===== src/hw/gghd_pkg.sv =====
// Constants, types and defaults shared by both ends of the general command link.
// -------------------------------------------------------------------------
// Overview of operation
// - REN alone never sets remote; addressing does.
// - Controller asserts REN, then addresses listener.
// - IFC forces talker/listener idle and local.
// - IFC turns off talk and listen indicators.
// - Controller holds IFC at least 100 us.
// - Lockout ignores all panel controls.
// - LLO accepted only while REN asserted.
// - Only REN false clears lockout; GTL never.
// - Controller sends LLO 0x11 under ATN, unaddressed.
// - Controller sends GTL after listen addressing.
// - GTL while listening returns to local.
// - DCL clears unaddressed to power-up defaults.
// - Controller sends DCL 0x14 under ATN.
// - SDC clears only when addressed to listen.
// - Device clear loads the power-up settings.
// - GET while listening triggers one-shot modes only.
// - Controller sends GET after listen addressing.
// - Default primary address is 27.
// -------------------------------------------------------------------------
package gghd_pkg;

  // -----------------------------------------------------------------------
  // Timing
  // -----------------------------------------------------------------------
  localparam int CLK_PERIOD_NS     = 25;
  localparam int IFC_MIN_NS        = 100_000;
  localparam int IFC_CYCLES        = (IFC_MIN_NS + CLK_PERIOD_NS - 1) / CLK_PERIOD_NS;
  localparam int BYTE_PHASE_CYCLES = 4;

  // -----------------------------------------------------------------------
  // Bus command bytes and address groups
  // -----------------------------------------------------------------------
  localparam logic [4:0] DEFAULT_PRIMARY_ADDR = 5'h1B;
  localparam logic [4:0] UNADDR_CODE          = 5'h1F;
  localparam logic [7:0] CMD_GTL              = 8'h01;
  localparam logic [7:0] CMD_SDC              = 8'h04;
  localparam logic [7:0] CMD_GET              = 8'h08;
  localparam logic [7:0] CMD_LLO              = 8'h11;
  localparam logic [7:0] CMD_DCL              = 8'h14;
  localparam logic [2:0] LISTEN_GROUP         = 3'h1;
  localparam logic [2:0] TALK_GROUP           = 3'h2;

  // -----------------------------------------------------------------------
  // Controller registers
  // -----------------------------------------------------------------------
  localparam logic [7:0]  REG_CTRL_OFS    = 8'h00;
  localparam logic [7:0]  REG_CMD_OFS     = 8'h04;
  localparam logic [7:0]  REG_STATUS_OFS  = 8'h08;
  localparam int          CTRL_REN_BIT    = 0;
  localparam int          CTRL_ADDR_LSB   = 8;
  localparam int          CMD_BYTE_LSB    = 0;
  localparam int          CMD_OP_LSB      = 8;
  localparam int          STAT_BUSY_BIT   = 0;
  localparam int          STAT_IFC_BIT    = 1;
  localparam logic [31:0] CTRL_RESET      = 32'h0000_1B00;

  typedef enum logic [1:0] {
    op_universal   = 2'b00,
    op_addressed   = 2'b01,
    op_ifc         = 2'b10,
    op_listen_only = 2'b11
  } gghd_op_type;

  // -----------------------------------------------------------------------
  // Instrument settings
  // -----------------------------------------------------------------------
  typedef enum logic [2:0] {
    trigger_mode_code0               = 3'h0,
    trigger_mode_code1               = 3'h1,
    one_shot_talk_trigger_mode       = 3'h2,
    one_shot_get_trigger_mode        = 3'h3,
    trigger_mode_code4               = 3'h4,
    trigger_mode_code5               = 3'h5,
    continuous_external_trigger_mode = 3'h6,
    trigger_mode_code7               = 3'h7
  } gghd_trig_type;

  typedef struct packed {
    logic [1:0]    func;
    logic          autorange;
    logic          zero_check;
    logic          zero_correct;
    logic          suppress;
    gghd_trig_type trig;
    logic          source_on;
    logic [1:0]    read_mode;
    logic [1:0]    data_format;
    logic [1:0]    display;
    logic [2:0]    data_store;
    logic [7:0]    srq_mask;
    logic [1:0]    eoi_holdoff;
    logic [2:0]    terminator;
  } gghd_settings_type;

  localparam logic [1:0] volts_function_default       = 2'h0;
  localparam logic       autorange_default            = 1'b1;
  localparam logic       zero_check_on_default        = 1'b1;
  localparam logic       zero_correct_off_default     = 1'b0;
  localparam logic [1:0] electrometer_read_default    = 2'h0;
  localparam logic [1:0] prefix_no_suffix_format      = 2'h0;
  localparam logic [1:0] electrometer_display_default = 2'h0;
  localparam logic [2:0] data_store_off_default       = 3'h7;
  localparam logic [7:0] service_request_off_default  = 8'h00;

  localparam gghd_settings_type SETTINGS_RESET = '{
    func:         volts_function_default,
    autorange:    autorange_default,
    zero_check:   zero_check_on_default,
    zero_correct: zero_correct_off_default,
    suppress:     1'b0,
    trig:         continuous_external_trigger_mode,
    source_on:    1'b0,
    read_mode:    electrometer_read_default,
    data_format:  prefix_no_suffix_format,
    display:      electrometer_display_default,
    data_store:   data_store_off_default,
    srq_mask:     service_request_off_default,
    eoi_holdoff:  2'h0,
    terminator:   3'h0
  };

endpackage


===== src/hw/gghd_bus_if.sv =====
// Interface joining the bus controller and the instrument.
`timescale 1ns/1ps
interface gghd_bus_if;
  logic       atn;
  logic       ren;
  logic       ifc;
  logic       dav;
  logic [7:0] dio;

  modport ctl (
    output atn,
    output ren,
    output ifc,
    output dav,
    output dio
  );

  modport dev (
    input atn,
    input ren,
    input ifc,
    input dav,
    input dio
  );
endinterface


===== src/hw/gghd_device.sv =====
// Instrument end: remote/local, lockout, addressing, clears and trigger.
`timescale 1ns/1ps
module gghd_device #(
  parameter logic [4:0] PRIMARY_ADDR = gghd_pkg::DEFAULT_PRIMARY_ADDR
) (
  input  wire logic                       pclk,
  input  wire logic                       presetn,
  gghd_bus_if.dev                         bus,
  input  wire logic                       panel_local_key,
  input  wire logic                       panel_set_we,
  input  wire gghd_pkg::gghd_settings_type panel_set_data,
  output logic                            remote_led,
  output logic                            talk_led,
  output logic                            listen_led,
  output logic                            panel_locked,
  output logic                            trigger_reading,
  output gghd_pkg::gghd_settings_type     settings
);
  import gghd_pkg::*;

  // -----------------------------------------------------------------------
  // Elaboration checks
  // -----------------------------------------------------------------------
  // The all-ones code means unaddress and cannot be a device address.
  if (PRIMARY_ADDR == UNADDR_CODE) begin : g_bad_addr
    $error("Primary address 31 is reserved for unaddress.");
  end

  // -----------------------------------------------------------------------
  // Bus line synchronisers
  // -----------------------------------------------------------------------
  localparam int SW = 12;

  logic [SW-1:0] sync1_q;
  logic [SW-1:0] sync2_q;
  logic          dav3_q;
  logic          atn_s;
  logic          ren_s;
  logic          ifc_s;
  logic          dav_s;
  logic [7:0]    dio_s;

  always_ff @(posedge pclk or negedge presetn) begin
    if (!presetn) begin
      sync1_q <= '0;
      sync2_q <= '0;
      dav3_q  <= 1'b0;
    end else begin
      sync1_q <= {bus.atn, bus.ren, bus.ifc, bus.dav, bus.dio};
      sync2_q <= sync1_q;
      dav3_q  <= dav_s;
    end
  end

  always_comb begin
    {atn_s, ren_s, ifc_s, dav_s, dio_s} = sync2_q;
  end

  // -----------------------------------------------------------------------
  // Command decode
  // -----------------------------------------------------------------------
  // Bytes are taken on the rising edge of the synchronised data valid,
  // so the sender must hold the byte steady for the whole valid phase.
  logic byte_stb;
  logic cmd_valid;
  logic is_mla;
  logic is_unl;
  logic is_mta;
  logic is_untalk;
  logic is_gtl;
  logic is_sdc;
  logic is_get;
  logic is_llo;
  logic is_dcl;

  always_comb begin
    byte_stb  = dav_s && !dav3_q;
    cmd_valid = byte_stb && atn_s;
  end

  gghd_cmd_decode u_decode (
    .cmd_byte  (dio_s),
    .cmd_valid (cmd_valid),
    .my_addr   (PRIMARY_ADDR),
    .is_mla    (is_mla),
    .is_unl    (is_unl),
    .is_mta    (is_mta),
    .is_untalk (is_untalk),
    .is_gtl    (is_gtl),
    .is_sdc    (is_sdc),
    .is_get    (is_get),
    .is_llo    (is_llo),
    .is_dcl    (is_dcl)
  );

  // -----------------------------------------------------------------------
  // Interface state
  // -----------------------------------------------------------------------
  logic              remote_q;
  logic              remote_d;
  logic              llo_q;
  logic              llo_d;
  logic              listen_q;
  logic              listen_d;
  logic              talk_q;
  logic              talk_d;
  logic              trig_q;
  logic              trig_d;
  logic              dev_clear;
  logic              one_shot;
  gghd_settings_type set_q;
  gghd_settings_type set_d;

  always_comb begin
    remote_d  = remote_q;
    llo_d     = llo_q;
    listen_d  = listen_q;
    talk_d    = talk_q;
    set_d     = set_q;
    trig_d    = 1'b0;
    one_shot  = (set_q.trig == one_shot_talk_trigger_mode) ||
                (set_q.trig == one_shot_get_trigger_mode);
    dev_clear = is_dcl || (is_sdc && listen_q);

    // Addressing follows the listen and talk address groups.
    if (is_mla) begin
      listen_d = 1'b1;
    end else if (is_unl) begin
      listen_d = 1'b0;
    end
    if (is_mta) begin
      talk_d = 1'b1;
    end else if (is_untalk) begin
      talk_d = 1'b0;
    end

    // Remote and lockout live only while REN is asserted.
    if (!ren_s) begin
      remote_d = 1'b0;
      llo_d    = 1'b0;
    end else begin
      if (is_mla) begin
        remote_d = 1'b1;
      end
      if (is_llo) begin
        llo_d = 1'b1;
      end
      if (is_gtl && listen_q) begin
        remote_d = 1'b0;
      end
    end

    // The local key is a front-panel control, so lockout blocks it too.
    if (panel_local_key && !llo_q) begin
      remote_d = 1'b0;
    end
    if (panel_set_we && !llo_q && !remote_q) begin
      set_d = panel_set_data;
    end

    // A bus clear wins over a panel change made in the same cycle.
    if (dev_clear) begin
      set_d = SETTINGS_RESET;
    end
    if (is_get && listen_q && one_shot) begin
      trig_d = 1'b1;
    end

    // Interface clear overrides every address and remote change.
    if (ifc_s) begin
      listen_d = 1'b0;
      talk_d   = 1'b0;
      remote_d = 1'b0;
    end
  end

  always_ff @(posedge pclk or negedge presetn) begin
    if (!presetn) begin
      remote_q <= 1'b0;
      llo_q    <= 1'b0;
      listen_q <= 1'b0;
      talk_q   <= 1'b0;
      trig_q   <= 1'b0;
      set_q    <= SETTINGS_RESET;
    end else begin
      remote_q <= remote_d;
      llo_q    <= llo_d;
      listen_q <= listen_d;
      talk_q   <= talk_d;
      trig_q   <= trig_d;
      set_q    <= set_d;
    end
  end

  // -----------------------------------------------------------------------
  // Outputs
  // -----------------------------------------------------------------------
  always_comb begin
    remote_led      = remote_q;
    talk_led        = talk_q;
    listen_led      = listen_q;
    panel_locked    = llo_q;
    trigger_reading = trig_q;
    settings        = set_q;
  end
endmodule


===== src/hw/gghd_cmd_decode.sv =====
// Combinational decoder for command and address bytes taken under ATN.
`timescale 1ns/1ps
module gghd_cmd_decode (
  input  wire logic [7:0] cmd_byte,
  input  wire logic       cmd_valid,
  input  wire logic [4:0] my_addr,
  output logic            is_mla,
  output logic            is_unl,
  output logic            is_mta,
  output logic            is_untalk,
  output logic            is_gtl,
  output logic            is_sdc,
  output logic            is_get,
  output logic            is_llo,
  output logic            is_dcl
);
  import gghd_pkg::*;

  logic lag;
  logic tag;

  always_comb begin
    lag       = cmd_valid && (cmd_byte[7:5] == LISTEN_GROUP);
    tag       = cmd_valid && (cmd_byte[7:5] == TALK_GROUP);
    is_mla    = lag && (cmd_byte[4:0] == my_addr);
    is_unl    = lag && (cmd_byte[4:0] == UNADDR_CODE);
    is_mta    = tag && (cmd_byte[4:0] == my_addr);
    // A foreign talk address or untalk both drop the talker role.
    is_untalk = tag && (cmd_byte[4:0] != my_addr);
    is_gtl    = cmd_valid && (cmd_byte == CMD_GTL);
    is_sdc    = cmd_valid && (cmd_byte == CMD_SDC);
    is_get    = cmd_valid && (cmd_byte == CMD_GET);
    is_llo    = cmd_valid && (cmd_byte == CMD_LLO);
    is_dcl    = cmd_valid && (cmd_byte == CMD_DCL);
  end
endmodule


===== src/flat_wrapper.sv =====
// flat-port wrapper written by rule: the top's interface ports become plain ports
module gghd_device_flat import gghd_pkg::*;
#(
  parameter logic [4:0] PRIMARY_ADDR = gghd_pkg::DEFAULT_PRIMARY_ADDR
)
  (pclk, presetn, panel_local_key, panel_set_we, panel_set_data, remote_led, talk_led, listen_led, panel_locked, trigger_reading, settings, bus_atn, bus_ren, bus_ifc, bus_dav, bus_dio);
  gghd_bus_if bus_i ();
  input  wire logic pclk;
  input  wire logic presetn;
  input  wire logic panel_local_key;
  input  wire logic panel_set_we;
  input  wire gghd_pkg::gghd_settings_type panel_set_data;
  output logic remote_led;
  output logic talk_led;
  output logic listen_led;
  output logic panel_locked;
  output logic trigger_reading;
  output gghd_pkg::gghd_settings_type settings;
  input wire logic [$bits(bus_i.atn)-1:0] bus_atn;
  input wire logic [$bits(bus_i.ren)-1:0] bus_ren;
  input wire logic [$bits(bus_i.ifc)-1:0] bus_ifc;
  input wire logic [$bits(bus_i.dav)-1:0] bus_dav;
  input wire logic [$bits(bus_i.dio)-1:0] bus_dio;
  assign bus_i.atn = bus_atn;
  assign bus_i.ren = bus_ren;
  assign bus_i.ifc = bus_ifc;
  assign bus_i.dav = bus_dav;
  assign bus_i.dio = bus_dio;
  gghd_device #(.PRIMARY_ADDR(PRIMARY_ADDR)) u_core (.pclk(pclk), .presetn(presetn), .bus(bus_i), .panel_local_key(panel_local_key), .panel_set_we(panel_set_we), .panel_set_data(panel_set_data), .remote_led(remote_led), .talk_led(talk_led), .listen_led(listen_led), .panel_locked(panel_locked), .trigger_reading(trigger_reading), .settings(settings));
endmodule

===== config.mk =====
export PLATFORM = sky130hd
export DESIGN_NAME = gghd_device_flat
export DESIGN_NICKNAME = d
export VERILOG_FILES = /design/src/hw/gghd_pkg.sv /design/src/hw/gghd_bus_if.sv /design/src/hw/gghd_device.sv /design/src/hw/gghd_cmd_decode.sv /design/src/flat_wrapper.sv
export SDC_FILE = /design/constraint.sdc
export NUM_CORES = 1
export LEC_CHECK = 0
export ABC_AREA = 1
export BUFFER_PORTS_ARGS = -buffer_cell sky130_fd_sc_hd__buf_4
export CAP_MARGIN = 20
export CORE_MARGIN = 5
export CORE_UTILIZATION = 30
export CTS_BUF_LIST = sky130_fd_sc_hd__clkbuf_4 sky130_fd_sc_hd__clkbuf_8 sky130_fd_sc_hd__clkbuf_16
export CTS_CLUSTER_SIZE = 16
export DETAILED_ROUTE_END_ITERATION = 10
export GPL_TIMING_DRIVEN = 0
export PLACE_DENSITY = 0.59
export SYNTH_ARGS = -nofsm -noshare
export SYNTH_HDL_FRONTEND = slang
export SYNTH_SLANG_ARGS = --single-unit

===== constraint.sdc =====
create_clock -name pclk -period 1.65 [get_ports pclk]
set_input_delay 0.0825 -clock pclk [delete_from_list [all_inputs] [get_ports pclk]]
set_output_delay 0.0825 -clock pclk [all_outputs]
set_load 0.03 [all_outputs]

* Word-level counts from Yosys, hierarchy flattened
Cells that the tools add are included.
** Cells by class
- Reductions and logical operators :: 28
- Multiplexer cells :: 16
- Eq/ne operators :: 14
** Operator list (count)
- $mux 32 :: 2
- $logic_and 1x1->1 :: 20
- $eq 8x5->1 const B :: 2
- $mux 1 :: 14
- $eq 5x5->1 const B :: 2
- $ne 5x5->1 const B :: 2
- $eq 3x2->1 const B :: 3
- $eq 8x1->1 const B :: 1
- $eq 8x3->1 const B :: 1
- $eq 8x4->1 const B :: 1
- $reduce_bool 3->1 :: 2
- $eq 3x1->1 const B :: 1
- $logic_not 1->1 :: 3
- $logic_or 1x1->1 :: 2
- $ne 2x2->1 const B :: 1
- $reduce_bool 2->1 :: 1
** Word-level totals
- Word-level logic and storage cells :: 80
- Output and inout bits :: 37
- Input port bits :: 48
- Register bits after elaboration :: 62

* Logic depth before layout (Yosys ltp)
- Depth after elaboration :: 10
- Gate-level depth with buffers :: 7
- Mapped depth without buffers :: 7

* Hierarchy
Synthesis repeated with hierarchy kept, for this count alone.
** Unflattened totals
- Cells, all modules :: 264
- Area, all modules :: 2491.1 um^2
** By module, submodules not included
- gghd_device :: seq. area each 1560.2 um^2, area each 2247.2 um^2, cells an instance 205, times used 1
- gghd_cmd_decode :: seq. area each 0.0 um^2, area each 244.0 um^2, cells an instance 59, times used 1

* Worst setup path after synthesis
OpenSTA, ideal clock, no wires.
- Path type :: register to register
- Start :: register u_core.llo_q, in the netlist u_core.panel_locked
- End :: register u_core.set_q (netlist bit u_core.settings[1])
- Required time :: 1.579 ns
- Stages on the path, launching flop included :: 8
- Data arrival time :: 1.239 ns
- Buffers on the path :: 1
- Slack :: 0.339 ns
- Setup time :: 0.071 ns
- Period minus slack after synthesis :: 1.311 ns
- Cell sequence :: dfrtp_1 inv_1 nand3b_4 clkbuf_1 nand2_1 o21ai_0 inv_1 nor2_1
** Between the ends
- Word-level cells in the longest chain between the ends :: 4
** RTL lines
- start, declared :: line gghd_device.sv:101 : logic llo_q;
- start signal, assigned :: line gghd_device.sv:187 : llo_q <= llo_d;
- $logic_not 1->1 :: line gghd_device.sv:157 : if (panel_set_we && !llo_q && !remote_q) begin
- $logic_and 1x1->1 (2 in a row) :: line gghd_device.sv:157
- $reduce_bool 2->1 (no line)
- end signal, assigned :: line gghd_device.sv:191 : set_q <= set_d;
- end, declared :: line gghd_device.sv:111 : gghd_settings_type set_q;
Every way passes these cells.
A chain may end at the register's enable or synchronous reset.

* Final worst setup path
- Start :: register u_core.llo_q, in the netlist u_core.panel_locked
- End :: register u_core.set_q (netlist bit u_core.settings[26])
The elaborated chain is that of the path after synthesis.

==> impl_summary.log <==
INFO  metric outcome = finished, final reports clean
INFO  metric synth_area_per_cell = 9.06 µm²
INFO  metric grt-ovfl-total = 0
INFO  metric grt_first_pass_wirelength = between 9 and 10 mm
INFO  metric ctsRootBufferMaster = sky130_fd_sc_hd__clkbuf_8
INFO  metric p_int = 0.00277 W
INFO  metric worst-slew-pin-transition = about 0.76 ns
INFO  metric net-switching-power = 0.000979 W
INFO  metric synthesis.yosys.warnings = 0
INFO  metric synth.top_cell.area_share = a little under three fifths
INFO  metric portBuffers = 84
INFO  metric worstSkewPairLatency = 0.33 ns
INFO  metric detail-route-antenna-nets = 0
INFO  metric maxSlewViolCount = 0
INFO  metric slew_headroom = between 40% and 50%
INFO  metric final_core_utilization = between 40 and 50%
INFO  metric post-route-min-period = around 1.4 ns
INFO  metric cts.reportedPaths.clkPinSlew = 0.07 ns
INFO  metric comb_power_share = between 10% and 20%
INFO  metric die_w = between 100 and 150 µm
INFO  metric number_of_antenna_violations_at_the_first_check_in_global_routing = 0
INFO  metric cp_slowest_stage_delay = between 0.3 and 0.4 ns
INFO  metric antennaDiodeCount = 0
INFO  metric required_time_of_the_critical_path = 1.90 ns
INFO  metric netlist_area = ~2500 µm²
INFO  metric critPathBufInv = 3
INFO  metric routed_wirelength = roughly 5.5 mm
INFO  metric floorplan.die.height = around 100 µm
INFO  metric post-dp-hpwl = approximately 3.9 mm
INFO  metric core_region_area = just over 8000 µm²
INFO  metric worst_clk_skew = a little over 0.009 ns
INFO  metric cts_tree = built
INFO  metric buffers_inserted_by_post_cts_timing_repair = 0
INFO  metric final_setup_margin = 0.271 ns
INFO  metric synth.lib_cells_used.distinct = 20
INFO  metric crit_path_cell_trace = inv_1, nand3b_4, clkbuf_1, o21ai_0, inv_1, nor2_1
INFO  metric critical_path.most_common_cell = sky130_fd_sc_hd__inv_1
INFO  metric synth-seq-area-share = 62.9%
INFO  metric power.static_leakage = 1.94 nW
INFO  metric critPathArrivalTime = between 1.5 and 2 ns
INFO  metric drc = 0
INFO  metric pin_count = 85
INFO  metric first_global_vias = 2051
INFO  metric seqPwrFrac = around 45%
INFO  metric grt.total_usage = around an eighth
INFO  metric ctsHtreeMaxLevel = 3
INFO  metric floorplan.initialDensity = between 30% and 40%
INFO  metric grt_max_degree = 63
INFO  metric clock_power_share = between 30 and 40%
INFO  metric layout_worst_path_cycle_share = between 80% and 90%
INFO  metric drive_gt1_share = between 30% and 40%
INFO  metric nets_in_the_synthesized_netlist = about 320
INFO  metric critPathKind = flip-flop to flip-flop
INFO  metric crit_fanout = 10
INFO  metric final-hold-violation-count = 0
INFO  metric powerDensity = just over 1000 nW/µm²
INFO  metric timing.critical_path.from_type = flip-flop
INFO  metric route.vias.total = roughly 2000
INFO  metric timing.critical_path.slowest_stage_cell = sky130_fd_sc_hd__dfrtp_1
INFO  metric critical-path-top-delay-family = buffers and inverters
INFO  metric final-instance-count-excl-fill = around 500
INFO  metric hp-class = input port to flip-flop
INFO  metric drt-pass1-iter-count = 4
INFO  metric ys_ff_latch = 62
INFO  metric rsz_0062_raised_after_global_routing = false
INFO  metric routed_wire_length_per_instance = around 11 µm
INFO  metric synthToLayoutAreaGrowth = 47.9%
INFO  metric drt_first_iter_violations = a little over 80
INFO  metric clock_path_buffers = 2
INFO  metric power_switching_share = about a quarter
INFO  metric pre_cts_ws = roughly 0.24 ns
INFO  metric vias_per_cell = around 4.0
INFO  metric timing.max_cap.violations = 0
INFO  metric end_kind = flip-flop
INFO  metric max-vdd-ir-drop = between 0.4 and 0.5 mV
INFO  metric fmax = 725 MHz
INFO  metric die_area = around 10000 µm²
INFO  metric cts_buffers = 9
INFO  metric placement.cell_area = 3240 µm²
INFO  metric number_of_rows_created_at_floorplan = 33
INFO  metric netlist.top_cell.by_area = sky130_fd_sc_hd__dfrtp_1
INFO  metric syn_inst = 274
INFO  metric gp_routability_congestion = between 0.7 and 0.8
INFO  metric layout.cell_area.non_filler = ~3700 µm²
INFO  metric final_setup_vio_count = 0
INFO  metric synthTopCellsByArea = sky130_fd_sc_hd__dfrtp_1, sky130_fd_sc_hd__inv_1, sky130_fd_sc_hd__nand2_1
INFO  metric place_inst = 463
INFO  metric cts.sink_count = 62
INFO  metric final_net_count = approximately 440
INFO  metric tns = 0 ns
state kept, by name, summed over array words and instances (netlist names):
register	count
u_core.settings	32
u_core.sync1_q	12
u_core.sync2_q	12
u_core.dav3_q	1
u_core.listen_led	1
u_core.panel_locked	1
u_core.remote_led	1
u_core.talk_led	1
u_core.trigger_reading	1
layer usage:
| layer | GRT usage (%) | wire (µm) | up-vias |
|---|---|---|---|
| met5 | 0 | 0 | - |
| met1 | 15.4 | 2490 | 887 |
| met4 | 5.83 | 106 | 0 |
| met3 | 2.63 | 330 | 10 |
| met2 | 18.0 | 2580 | 63 |
| li1 | - | - | 1034 |
final cells by class:
class / instances / area [µm²]
Tap cell: 105 / 131
Buffer: 8 / 48.8
Clock buffer: 10 / 131
Fill cell: 797 / 4460
Clock inverter: 6 / 95.1
Multi-Input combinational cell: 140 / 632
Timing Repair Buffer: 104 / 831
Sequential cell: 62 / 1560
Inverter: 64 / 240
synth_stat cells:
cell and count:
sky130_fd_sc_hd__nor2_1 37, sky130_fd_sc_hd__nand3b_4 1, sky130_fd_sc_hd__nand3b_1 1, sky130_fd_sc_hd__dfrtp_1 55
sky130_fd_sc_hd__nand3_1 4, sky130_fd_sc_hd__a211oi_1 1, sky130_fd_sc_hd__clkbuf_1 3, sky130_fd_sc_hd__a21oi_1 3
sky130_fd_sc_hd__nand2_1 51, sky130_fd_sc_hd__buf_6 2, sky130_fd_sc_hd__o21ai_1 2, sky130_fd_sc_hd__inv_2 1
sky130_fd_sc_hd__dfstp_2 7, sky130_fd_sc_hd__nor2_2 4, sky130_fd_sc_hd__o21ai_0 30, sky130_fd_sc_hd__inv_1 63
sky130_fd_sc_hd__nor2_8 1, sky130_fd_sc_hd__nor3_1 4, sky130_fd_sc_hd__buf_2 3, sky130_fd_sc_hd__nand2_2 1
tightest hold or removal path: stages:
cell                      delay (ns)
sky130_fd_sc_hd__buf_4          0.08
sky130_fd_sc_hd__o21ai_0        0.09
sky130_fd_sc_hd__nand2_1        0.08
metrics by stage:
| stage | total power [W] | hold WS, ns |
|---|---|---|
| 3_5_place_dp | 0.00227 | 0.193 |
| 5_1_grt | 0.00395 | 0.0218 |
| 6_report | 0.00375 | 0.0345 |
| 4_1_cts | 0.00382 | 0.0145 |
| 2_1_floorplan | 0.00200 | -0.213 |
| 3_3_place_gp | 0.00226 | 0.192 |
placed cells by master (no fill, tap or decap):
master	n
sky130_fd_sc_hd__buf_4	84
sky130_fd_sc_hd__inv_1	63
sky130_fd_sc_hd__dfrtp_1	55
sky130_fd_sc_hd__nand2_1	51
sky130_fd_sc_hd__nor2_1	37
sky130_fd_sc_hd__o21ai_0	30
sky130_fd_sc_hd__dlygate4sd3_1	20
sky130_fd_sc_hd__clkbuf_8	9
sky130_fd_sc_hd__dfstp_2	7
sky130_fd_sc_hd__nor2_2	4
sky130_fd_sc_hd__nor3_1	4
sky130_fd_sc_hd__nand3_1	4
sky130_fd_sc_hd__buf_2	3
sky130_fd_sc_hd__clkbuf_1	3
sky130_fd_sc_hd__a21oi_1	3
sky130_fd_sc_hd__clkinv_4	3
sky130_fd_sc_hd__buf_6	2
sky130_fd_sc_hd__o21ai_1	2
sky130_fd_sc_hd__bufinv_16	2
sky130_fd_sc_hd__nand2_2	1
sky130_fd_sc_hd__nand3b_4	1
sky130_fd_sc_hd__nor2_8	1
sky130_fd_sc_hd__inv_2	1
sky130_fd_sc_hd__nand3b_1	1
sky130_fd_sc_hd__a211oi_1	1
sky130_fd_sc_hd__clkbuf_4	1
sky130_fd_sc_hd__inv_6	1
final timing paths:
path / from / endpoint / slack (ns) / cells past startpoint
setup / recovery: u_core.panel_locked / u_core.settings[26] / 0.27 / 6
hold / removal: panel_set_data[29] / u_core.settings[29] / 0.03 / 3
setup reg to reg: u_core.panel_locked / u_core.settings[26] / 0.27 / 6
hold reg to reg: u_core.sync1_q[10] / u_core.sync2_q[10] / 0.35 / 0
max in group asynchronous: presetn / u_core.settings[31] / 0.76 / 2
min in group asynchronous: presetn / u_core.sync1_q[9] / 0.36 / 2
power groups by stage:
stage / clock, W / sequential [W] / combinational [W]
floorplan: 0 / 0.00185 / 0.000146
global placement: 0 / 0.00171 / 0.000549
detailed placement: 0 / 0.00171 / 0.000554
CTS: 0.00154 / 0.00169 / 0.000593
global route: 0.00160 / 0.00170 / 0.000647
finish: 0.00148 / 0.00169 / 0.000582
cell families (layout without fill, tap and decap cells):
family	count (synthesis)	in the layout	share of synthesized area (%)
AO/OA/AOI/OAI	36	36	7.36
AND/OR/NAND/NOR	104	104	18.1
flip-flops	62	62	62.9
buffers and inverters	72	192	11.6
repair_timing:
item / CTS / global route
hold buffers: 20 / 0
gates resized for setup: 0 / 0
endpoints found under the hold margin: 74 / 0
endpoints found under the setup margin: 0 / 0
Power figures use the tool's default switching activity.
